**src/cmps_pkg.sv**
```systemverilog
// Purpose: constants for the core mode, privilege and stack unit
// Assumes: one 20 MHz clock, asynchronous active-high reset
// Notes: control word layout follows the core control register
package cmps_pkg;
  localparam int          DATA_W         = 32;
  localparam int          CTRL_NPRIV_BIT = 0;
  localparam int          CTRL_SPSEL_BIT = 1;
  localparam logic [1:0]  CTRL_RESET     = 2'h0;
  localparam logic [31:0] SP_VECTOR_ADDR = 32'h0000_0000;
  localparam logic [31:0] WORD_BYTES     = 32'h0000_0004;
  localparam logic [31:0] SP_RESET       = 32'h0000_0000;
  localparam logic [31:0] ADDR_RESET     = 32'h0000_0000;
  localparam int          PIPE_STAGES    = 3;
  // instruction classes seen by the execute stage
  typedef enum logic [2:0] {
    CMPS_OP_NONE, CMPS_OP_SREG_RD, CMPS_OP_CTRL_WR, CMPS_OP_SREG_WR, CMPS_OP_STATE_CHG,
    CMPS_OP_SUP_CALL, CMPS_OP_PUSH, CMPS_OP_SYS_ACC
  } cmps_op_t;
  typedef enum logic [1:0] {CMPS_BOOT, CMPS_LOADSP, CMPS_THREAD, CMPS_HANDLER} cmps_state_t;
endpackage
```
**src/cmps_core.sv**
```systemverilog
// Purpose: execution mode, privilege and dual stack pointer control
// Assumes: inputs synchronous to clk_in; memory reads answer next cycle
// Notes: ops enter a three-stage pipe, act in the last stage
`timescale 1ns/1ns
module cmps_core (
  // clock and reset
  input  wire logic                        clk_in,
  input  wire logic                        reset_in,
  // instruction stream
  input  wire logic                        instr_valid_in,
  input  wire cmps_pkg::cmps_op_t          instr_op_in,
  input  wire logic [cmps_pkg::DATA_W-1:0] instr_data_in,
  // exception controller
  input  wire logic                        exc_entry_in,
  input  wire logic                        exc_return_in,
  // data memory path
  input  wire logic [cmps_pkg::DATA_W-1:0] dmem_rdata_in,
  output logic                             dmem_read_out,
  output logic                             dmem_write_out,
  output logic [cmps_pkg::DATA_W-1:0]      dmem_addr_out,
  output logic [cmps_pkg::DATA_W-1:0]      dmem_wdata_out,
  // instruction path
  output logic                             imem_fetch_out,
  // status
  output logic                             handler_mode_out,
  output logic                             privileged_out,
  output logic                             proc_stack_out,
  output logic [1:0]                       control_out,
  output logic [cmps_pkg::DATA_W-1:0]      main_sp_out,
  output logic [cmps_pkg::DATA_W-1:0]      process_sp_out,
  output logic                             fault_out,
  output logic                             svc_request_out,
  output logic [cmps_pkg::DATA_W-1:0]      sreg_data_out
);
  import cmps_pkg::*;

  // ************************************************************
  // state
  // ************************************************************
  cmps_state_t              state,      next_state;
  logic [1:0]               ctrl,       next_ctrl;
  logic [DATA_W-1:0]        main_sp,    next_main_sp;
  logic [DATA_W-1:0]        proc_sp,    next_proc_sp;
  cmps_op_t                 pipe_op           [PIPE_STAGES];
  cmps_op_t                 next_pipe_op      [PIPE_STAGES];
  logic [DATA_W-1:0]        pipe_data         [PIPE_STAGES];
  logic [DATA_W-1:0]        next_pipe_data    [PIPE_STAGES];
  logic                     pipe_vld          [PIPE_STAGES];
  logic                     next_pipe_vld     [PIPE_STAGES];
  logic                     next_rd,    next_wr;
  logic [DATA_W-1:0]        next_addr,  next_wdata;
  logic                     next_fault, next_svc;
  logic [DATA_W-1:0]        next_sreg;
  logic                     in_handler, priv, use_proc;
  cmps_op_t                 ex_op;
  logic [DATA_W-1:0]        ex_data;
  logic                     ex_vld;
  logic [DATA_W-1:0]        sp_dec;

  // privilege and stack choice follow the mode and the control word
  assign in_handler = (state == CMPS_HANDLER);
  assign priv       = in_handler || !ctrl[CTRL_NPRIV_BIT];
  assign use_proc   = !in_handler && ctrl[CTRL_SPSEL_BIT];
  assign ex_op      = pipe_op[PIPE_STAGES-1];
  assign ex_data    = pipe_data[PIPE_STAGES-1];
  assign ex_vld     = pipe_vld[PIPE_STAGES-1] && (state inside {CMPS_THREAD, CMPS_HANDLER});
  assign sp_dec     = (use_proc ? proc_sp : main_sp) - WORD_BYTES;

  // ************************************************************
  // three-stage pipe: fetch, decode, execute
  // ************************************************************
  // stage 0 takes the inputs, every later stage the one before it
  genvar g;
  generate
    for (g = 0; g < PIPE_STAGES; g++) begin : g_pipe
      if (g == 0) begin : g_first
        assign next_pipe_op[g]   = instr_op_in;
        assign next_pipe_data[g] = instr_data_in;
        assign next_pipe_vld[g]  = instr_valid_in;
      end else begin : g_next
        assign next_pipe_op[g]   = pipe_op[g-1];
        assign next_pipe_data[g] = pipe_data[g-1];
        assign next_pipe_vld[g]  = pipe_vld[g-1];
      end
    end
  endgenerate

  always_ff @(posedge clk_in or posedge reset_in) begin
    if (reset_in) begin
      for (int i = 0; i < PIPE_STAGES; i++) begin
        pipe_op[i]   <= CMPS_OP_NONE;
        pipe_data[i] <= '0;
        pipe_vld[i]  <= 1'b0;
      end
    end else begin
      for (int i = 0; i < PIPE_STAGES; i++) begin
        pipe_op[i]   <= next_pipe_op[i];
        pipe_data[i] <= next_pipe_data[i];
        pipe_vld[i]  <= next_pipe_vld[i];
      end
    end
  end

  // ************************************************************
  // next-state logic
  // ************************************************************
  // a push writes at the decremented pointer and keeps that address
  always_comb begin
    next_state   = state;
    next_ctrl    = ctrl;
    next_main_sp = main_sp;
    next_proc_sp = proc_sp;
    next_rd      = 1'b0;
    next_wr      = 1'b0;
    next_addr    = dmem_addr_out;
    next_wdata   = dmem_wdata_out;
    next_fault   = 1'b0;
    next_svc     = 1'b0;
    next_sreg    = sreg_data_out;
    unique case (state)
      CMPS_BOOT: begin
        // fetch the initial main pointer before any instruction acts
        next_rd    = 1'b1;
        next_addr  = SP_VECTOR_ADDR;
        next_state = CMPS_LOADSP;
      end
      CMPS_LOADSP: begin
        next_main_sp = dmem_rdata_in;
        next_state   = CMPS_THREAD;
      end
      CMPS_THREAD, CMPS_HANDLER: begin
        if (ex_vld) begin
          unique case (ex_op)
            CMPS_OP_CTRL_WR: begin
              if (priv) begin
                next_ctrl = ex_data[1:0];
              end else begin
                next_fault = 1'b1;
              end
            end
            CMPS_OP_SREG_WR, CMPS_OP_STATE_CHG, CMPS_OP_SYS_ACC: begin
              next_fault = !priv;
            end
            CMPS_OP_SREG_RD: begin
              next_sreg = priv ? {30'h0, ctrl} : '0;
            end
            CMPS_OP_SUP_CALL: begin
              next_svc = 1'b1;
            end
            CMPS_OP_PUSH: begin
              next_wr    = 1'b1;
              next_addr  = sp_dec;
              next_wdata = ex_data;
              if (use_proc) begin
                next_proc_sp = sp_dec;
              end else begin
                next_main_sp = sp_dec;
              end
            end
            CMPS_OP_NONE: begin
            end
          endcase
        end
        // entry is ignored in handler mode: no nesting is tracked
        if (state == CMPS_THREAD && exc_entry_in) begin
          next_state = CMPS_HANDLER;
        end else if (state == CMPS_HANDLER && exc_return_in) begin
          next_state = CMPS_THREAD;
        end
      end
    endcase
  end

  // ************************************************************
  // registers
  // ************************************************************
  always_ff @(posedge clk_in or posedge reset_in) begin
    if (reset_in) begin
      state            <= CMPS_BOOT;
      ctrl             <= CTRL_RESET;
      main_sp          <= SP_RESET;
      proc_sp          <= SP_RESET;
      dmem_read_out    <= 1'b0;
      dmem_write_out   <= 1'b0;
      dmem_addr_out    <= ADDR_RESET;
      dmem_wdata_out   <= '0;
      imem_fetch_out   <= 1'b0;
      handler_mode_out <= 1'b0;
      privileged_out   <= 1'b1;
      proc_stack_out   <= 1'b0;
      control_out      <= CTRL_RESET;
      main_sp_out      <= SP_RESET;
      process_sp_out   <= SP_RESET;
      fault_out        <= 1'b0;
      svc_request_out  <= 1'b0;
      sreg_data_out    <= '0;
    end else begin
      state            <= next_state;
      ctrl             <= next_ctrl;
      main_sp          <= next_main_sp;
      proc_sp          <= next_proc_sp;
      dmem_read_out    <= next_rd;
      dmem_write_out   <= next_wr;
      dmem_addr_out    <= next_addr;
      dmem_wdata_out   <= next_wdata;
      imem_fetch_out   <= (next_state inside {CMPS_THREAD, CMPS_HANDLER});
      handler_mode_out <= (next_state == CMPS_HANDLER);
      privileged_out   <= (next_state == CMPS_HANDLER) || !next_ctrl[CTRL_NPRIV_BIT];
      proc_stack_out   <= (next_state != CMPS_HANDLER) && next_ctrl[CTRL_SPSEL_BIT];
      control_out      <= next_ctrl;
      main_sp_out      <= next_main_sp;
      process_sp_out   <= next_proc_sp;
      fault_out        <= next_fault;
      svc_request_out  <= next_svc;
      sreg_data_out    <= next_sreg;
    end
  end

  // ************************************************************
  // checks
  // ************************************************************
  // mode changes
  a_boot_to_thread: assert property (@(posedge clk_in) disable iff (reset_in)
    $past(state) == CMPS_LOADSP |-> state == CMPS_THREAD)
    else $error("reset did not end in thread mode");

  a_handler_is_priv: assert property (@(posedge clk_in) disable iff (reset_in)
    handler_mode_out |-> privileged_out && !proc_stack_out)
    else $error("handler mode not privileged on main stack");

  a_exc_entry: assert property (@(posedge clk_in) disable iff (reset_in)
    state == CMPS_THREAD && exc_entry_in |=> handler_mode_out)
    else $error("exception entry did not reach handler mode");

  a_exc_return: assert property (@(posedge clk_in) disable iff (reset_in)
    state == CMPS_HANDLER && exc_return_in |=> !handler_mode_out)
    else $error("exception return did not reach thread mode");

  // privilege gate
  a_unpriv_ctrl: assert property (@(posedge clk_in) disable iff (reset_in)
    ex_vld && !priv && ex_op == CMPS_OP_CTRL_WR |=> $stable(ctrl) && fault_out)
    else $error("unprivileged control write took effect");

  a_priv_ctrl: assert property (@(posedge clk_in) disable iff (reset_in)
    ex_vld && priv && ex_op == CMPS_OP_CTRL_WR |=> ctrl == $past(ex_data[1:0]))
    else $error("privileged control write lost");

  a_restricted_op: assert property (@(posedge clk_in) disable iff (reset_in)
    ex_vld && ex_op inside {CMPS_OP_STATE_CHG, CMPS_OP_SYS_ACC} |=>
      fault_out == !$past(priv))
    else $error("privilege gate wrong for restricted operation");

  a_priv_no_fault: assert property (@(posedge clk_in) disable iff (reset_in)
    ex_vld && priv |=> !fault_out)
    else $error("privileged operation refused");

  a_unpriv_sreg_rd: assert property (@(posedge clk_in) disable iff (reset_in)
    ex_vld && !priv && ex_op == CMPS_OP_SREG_RD |=> sreg_data_out == '0)
    else $error("unprivileged special read returned data");

  a_priv_sreg_rd: assert property (@(posedge clk_in) disable iff (reset_in)
    ex_vld && priv && ex_op == CMPS_OP_SREG_RD |=> sreg_data_out == {30'h0, $past(ctrl)})
    else $error("privileged special read wrong");

  a_super_call: assert property (@(posedge clk_in) disable iff (reset_in)
    ex_vld && ex_op == CMPS_OP_SUP_CALL |=> svc_request_out)
    else $error("supervisor call not raised");

  // stacks
  a_push_desc: assert property (@(posedge clk_in) disable iff (reset_in)
    ex_vld && ex_op == CMPS_OP_PUSH |=>
      dmem_write_out && dmem_addr_out == $past(sp_dec) &&
      ($past(use_proc) ? process_sp_out : main_sp_out) == dmem_addr_out)
    else $error("push did not pre-decrement the stack pointer");

  a_no_stray_write: assert property (@(posedge clk_in) disable iff (reset_in)
    !(ex_vld && ex_op == CMPS_OP_PUSH) |=> !dmem_write_out)
    else $error("memory write without a push");

  a_push_main_only: assert property (@(posedge clk_in) disable iff (reset_in)
    ex_vld && ex_op == CMPS_OP_PUSH && !use_proc |=> $stable(proc_sp))
    else $error("main stack push moved the process pointer");

  a_push_proc_only: assert property (@(posedge clk_in) disable iff (reset_in)
    ex_vld && ex_op == CMPS_OP_PUSH && use_proc |=> $stable(main_sp))
    else $error("process stack push moved the main pointer");

  // reset-time pointer load
  a_reset_read: assert property (@(posedge clk_in) disable iff (reset_in)
    state == CMPS_BOOT |=> dmem_read_out && dmem_addr_out == SP_VECTOR_ADDR)
    else $error("initial pointer read not issued");

  a_sp_load: assert property (@(posedge clk_in) disable iff (reset_in)
    state == CMPS_LOADSP |=> main_sp == $past(dmem_rdata_in))
    else $error("main stack pointer not loaded at reset");
endmodule

```
**config.mk**
```make
export PLATFORM = sky130hd
export DESIGN_NAME = cmps_core
export DESIGN_NICKNAME = d
export VERILOG_FILES = /design/src/cmps_pkg.sv /design/src/cmps_core.sv
export SDC_FILE = /design/constraint.sdc
export NUM_CORES = 1
export LEC_CHECK = 0
export BUFFER_PORTS_ARGS = -buffer_cell sky130_fd_sc_hd__buf_2
export CAP_MARGIN = 20
export CORE_ASPECT_RATIO = 0.75
export CORE_UTILIZATION = 30
export CTS_CLUSTER_DIAMETER = 30
export DETAILED_ROUTE_END_ITERATION = 7
export GPL_TIMING_DRIVEN = 0
export RECOVER_POWER = 25
export SYNTH_ARGS = -nofsm -noshare
export SYNTH_HDL_FRONTEND = slang
export SYNTH_SLANG_ARGS = --single-unit
```
**constraint.sdc**
```tcl
create_clock -name clk_in -period 8.45 [get_ports clk_in]
set_clock_uncertainty 0.1 [all_clocks]
set_input_delay 1.2675 -clock clk_in [delete_from_list [all_inputs] [get_ports clk_in]]
set_output_delay 1.2675 -clock clk_in [all_outputs]
set_load 0.05 [all_outputs]
```
==> results_dict.tcl <==
set metrics [dict create \
    status "completed" \
    ioPinCount 242 \
    numCtsBuffers 52 \
    cts_resized 0 \
    final_area_um2 13400 \
    antenna_found_initial 1 \
    vdd_drop_max_mv 0.252 \
    pwr-share-clk_pct 38.1 \
    grt_pass1_vias 7685 \
    track_usage_pct 18.7 \
    finalSetupViolations 0 \
    fmax_mhz 198 \
    mostFrequentLayoutCell "dfrtp_1" \
    synth-edff-count 0 \
    path_class "register to register" \
    pwr-share-comb_pct 31.6 \
    gp_congestion 0.907 \
    syn2layout_area_growth_pct 36.3 \
    path_max_fanout 10 \
    hpwl_um 22100 \
    routedWlPerCell_um 19.0 \
    utilization_pct 41.5 \
    cts_tree "done" \
    fillerInstances 3211 \
    cp-end-kind "register" \
    syn_area_um2 9860 \
    netlist_instances 872 \
    required_ns 8.72 \
    root_buffer "clkbuf_16" \
    fin_hold_ws_ns 0.235 \
    numPortBuffers 211 \
    grt-ovfl-total 0 \
    die_w_um 211 \
    ant_nets 0 \
    p_per_area_nw_per_um2 402 \
    fin_crit_sh_pct 59.7 \
    diodes 0 \
    die_y_um 159 \
    synth-seq-cells 249 \
    relSlewSlack_pct 8.85 \
    synth.distinct_cells 60 \
    drtIter0Drc 487 \
    die_area_um2 33600 \
    internal-power_w 0.00322 \
    grt_max_degree 117 \
    dpl-instance-area_um2 11700 \
    start_util_pct 30.5 \
    layout.cells.non_filler 1653 \
    fin_nets 1242 \
    placedCellCount 1557 \
    hold_violations 0 \
    ys_seq_area_share_pct 63.2 \
    pwr-share-seq_pct 30.3 \
    period_needed_ns 5.05 \
    cellLeakagePower_nw 6.76 \
    wl_um 31300 \
    viasPerCell 4.74 \
    async_flop_share_pct 100 \
    firstDrtPassIters 6 \
    htree_levels 2 \
    post-route-drc-count 0 \
    syn_avg_cell_area_um2 11.3 \
    hold_class "register to register" \
    critPathLaunchType "register" \
    crit_arrival_ns 5.32 \
    rows 57 \
    cts_hold_buf 0 \
    p_sw_w 0.00218 \
    tns_ns 0 \
    mostFrequentLayoutCells "dfrtp_1 (248), buf_2 (218), nand2_1 (156), o21ai_0 (58), clkbuf_16 (52)" \
    drive_gt1_share_pct 30.6 \
    swShare_pct 40.3 \
    path_clk_slew_ns 0.05 \
    cp-startpoint "imem_fetch_out$_DFF_PP0_" \
    clk_path_buf_depth 3 \
    cts.sinks 249 \
    min_from "next_pipe_data[8]$_DFF_PP0_" \
    clk_latency_ns 0.55 \
    postCtsSetupRepairBufs 0 \
    coreArea_um2 32400 \
    rsz0062_at_grt "false" \
    maxCapViolations 0 \
    ys_warn_count 0 \
    worst_slew_pin_slew_ns 1.36 \
    r2r-start "imem_fetch_out$_DFF_PP0_" \
    finalMaxSlewViolations 0 \
    grt_pass1_wl_um 47200 \
    route.vias.total 7834 \
    synthFlopType "dfrtp_1" \
]
## cell type report
cell class	count	area (um^2)	area share [%]
Sequential cell	249	6230	46.4
Multi-Input combinational cell	571	3300	24.5
Clock buffer	62	1430	10.6
Timing Repair Buffer	214	1120	8.34
Tap cell	442	553	4.12
Buffer	72	400	2.98
Clock inverter	34	372	2.77
Inverter	9	35.0	0.261
## power groups by stage
stage	Combinational (W)	Clock (W)	Sequential, W
floorplan	0.000595	0	0.00227
global placement	0.00168	0	0.00164
detailed placement	0.00170	0	0.00165
CTS	0.00171	0.00211	0.00163
global route	0.00181	0.00217	0.00167
finish	0.00171	0.00206	0.00163
## cells by family after synthesis
| logic type | after synthesis | synth area share (%) |
|---|---|---|
| compound gates | 138 | 8.68 |
| xor+xnor | 47 | 4.17 |
| fa+ha+maj | 1 | 0.127 |
| buf+inv | 81 | 4.48 |
| flops | 249 | 63.2 |
| mux | 38 | 3.93 |
| other cells | 1 | 0.0380 |
| simple gates | 317 | 15.4 |
## worst paths after layout
path	cells past startpoint	slack [ns]	end
min in group asynchronous	2	0.92	dmem_wdata_out[27]$_DFFE_PP0P_
worst max-delay path	13	3.40	main_sp[28]$_DFFE_PP0P_
worst min register to register	0	0.24	ex_data[8]$_DFF_PP0_
max in group asynchronous	3	6.23	proc_sp[7]$_DFFE_PP0P_
worst max register to register	13	3.40	main_sp[28]$_DFFE_PP0P_
worst min-delay path	0	0.24	ex_data[8]$_DFF_PP0_
## registers in the layout (all words and copies together), names as in the netlist, 2 cells and up
name and flops:
next_pipe_data 64, dmem_addr_out 32, dmem_wdata_out 32, ex_data 32, main_sp 32, proc_sp 32
next_pipe_op 6, ex_op 3, ctrl 2, next_pipe_vld 2, sreg_data_out 2
## worst max-delay path, cell delays in order (launching register included)
cell	delay [ns]
dfrtp_1	0.41
clkbuf_1	0.25
a21boi_1	0.53
buf_2	0.39
buf_2	0.32
buf_2	0.40
mux2i_1	0.42
ha_1	0.28
inv_1	0.09
a221oi_4	0.46
nand2_1	0.33
or4_4	0.61
a31oi_1	0.18
a21oi_1	0.08
## through the flow
stage | setup WS, ns | total power (W)
4_1_cts | 3.63 | 0.00544
5_1_grt | 3.18 | 0.00564
2_1_floorplan | 0.241 | 0.00286
3_3_place_gp | -2.59 | 0.00332
6_report | 3.40 | 0.00540
3_5_place_dp | 3.74 | 0.00334
## Yosys cell counts, drive strengths merged (5+ instances only)
master / n / area, um^2
or3: 8 / 51.3
nor3: 26 / 130
clkbuf: 31 / 116
a21oi: 35 / 175
buf: 41 / 292
a22oi: 5 / 37.5
inv: 9 / 33.8
o21ai: 58 / 290
xnor2: 23 / 201
or4: 9 / 82.6
a31oi: 5 / 31.3
mux2i: 32 / 320
and3: 12 / 75.1
nand3: 25 / 125
nor2: 40 / 150
mux2: 6 / 67.6
a22o: 6 / 52.6
xor2: 24 / 210
nor2b: 6 / 37.5
dfrtp: 248 / 6210
nor4: 16 / 136
nand2: 156 / 586
## per-layer routing
layer	GRT usage, %	wire (um)
met3	5.58	2860
met4	5.99	814
met1	27.1	14300
met2	26.5	13300
met5	0	0
Power figures use the tool's default switching activity.
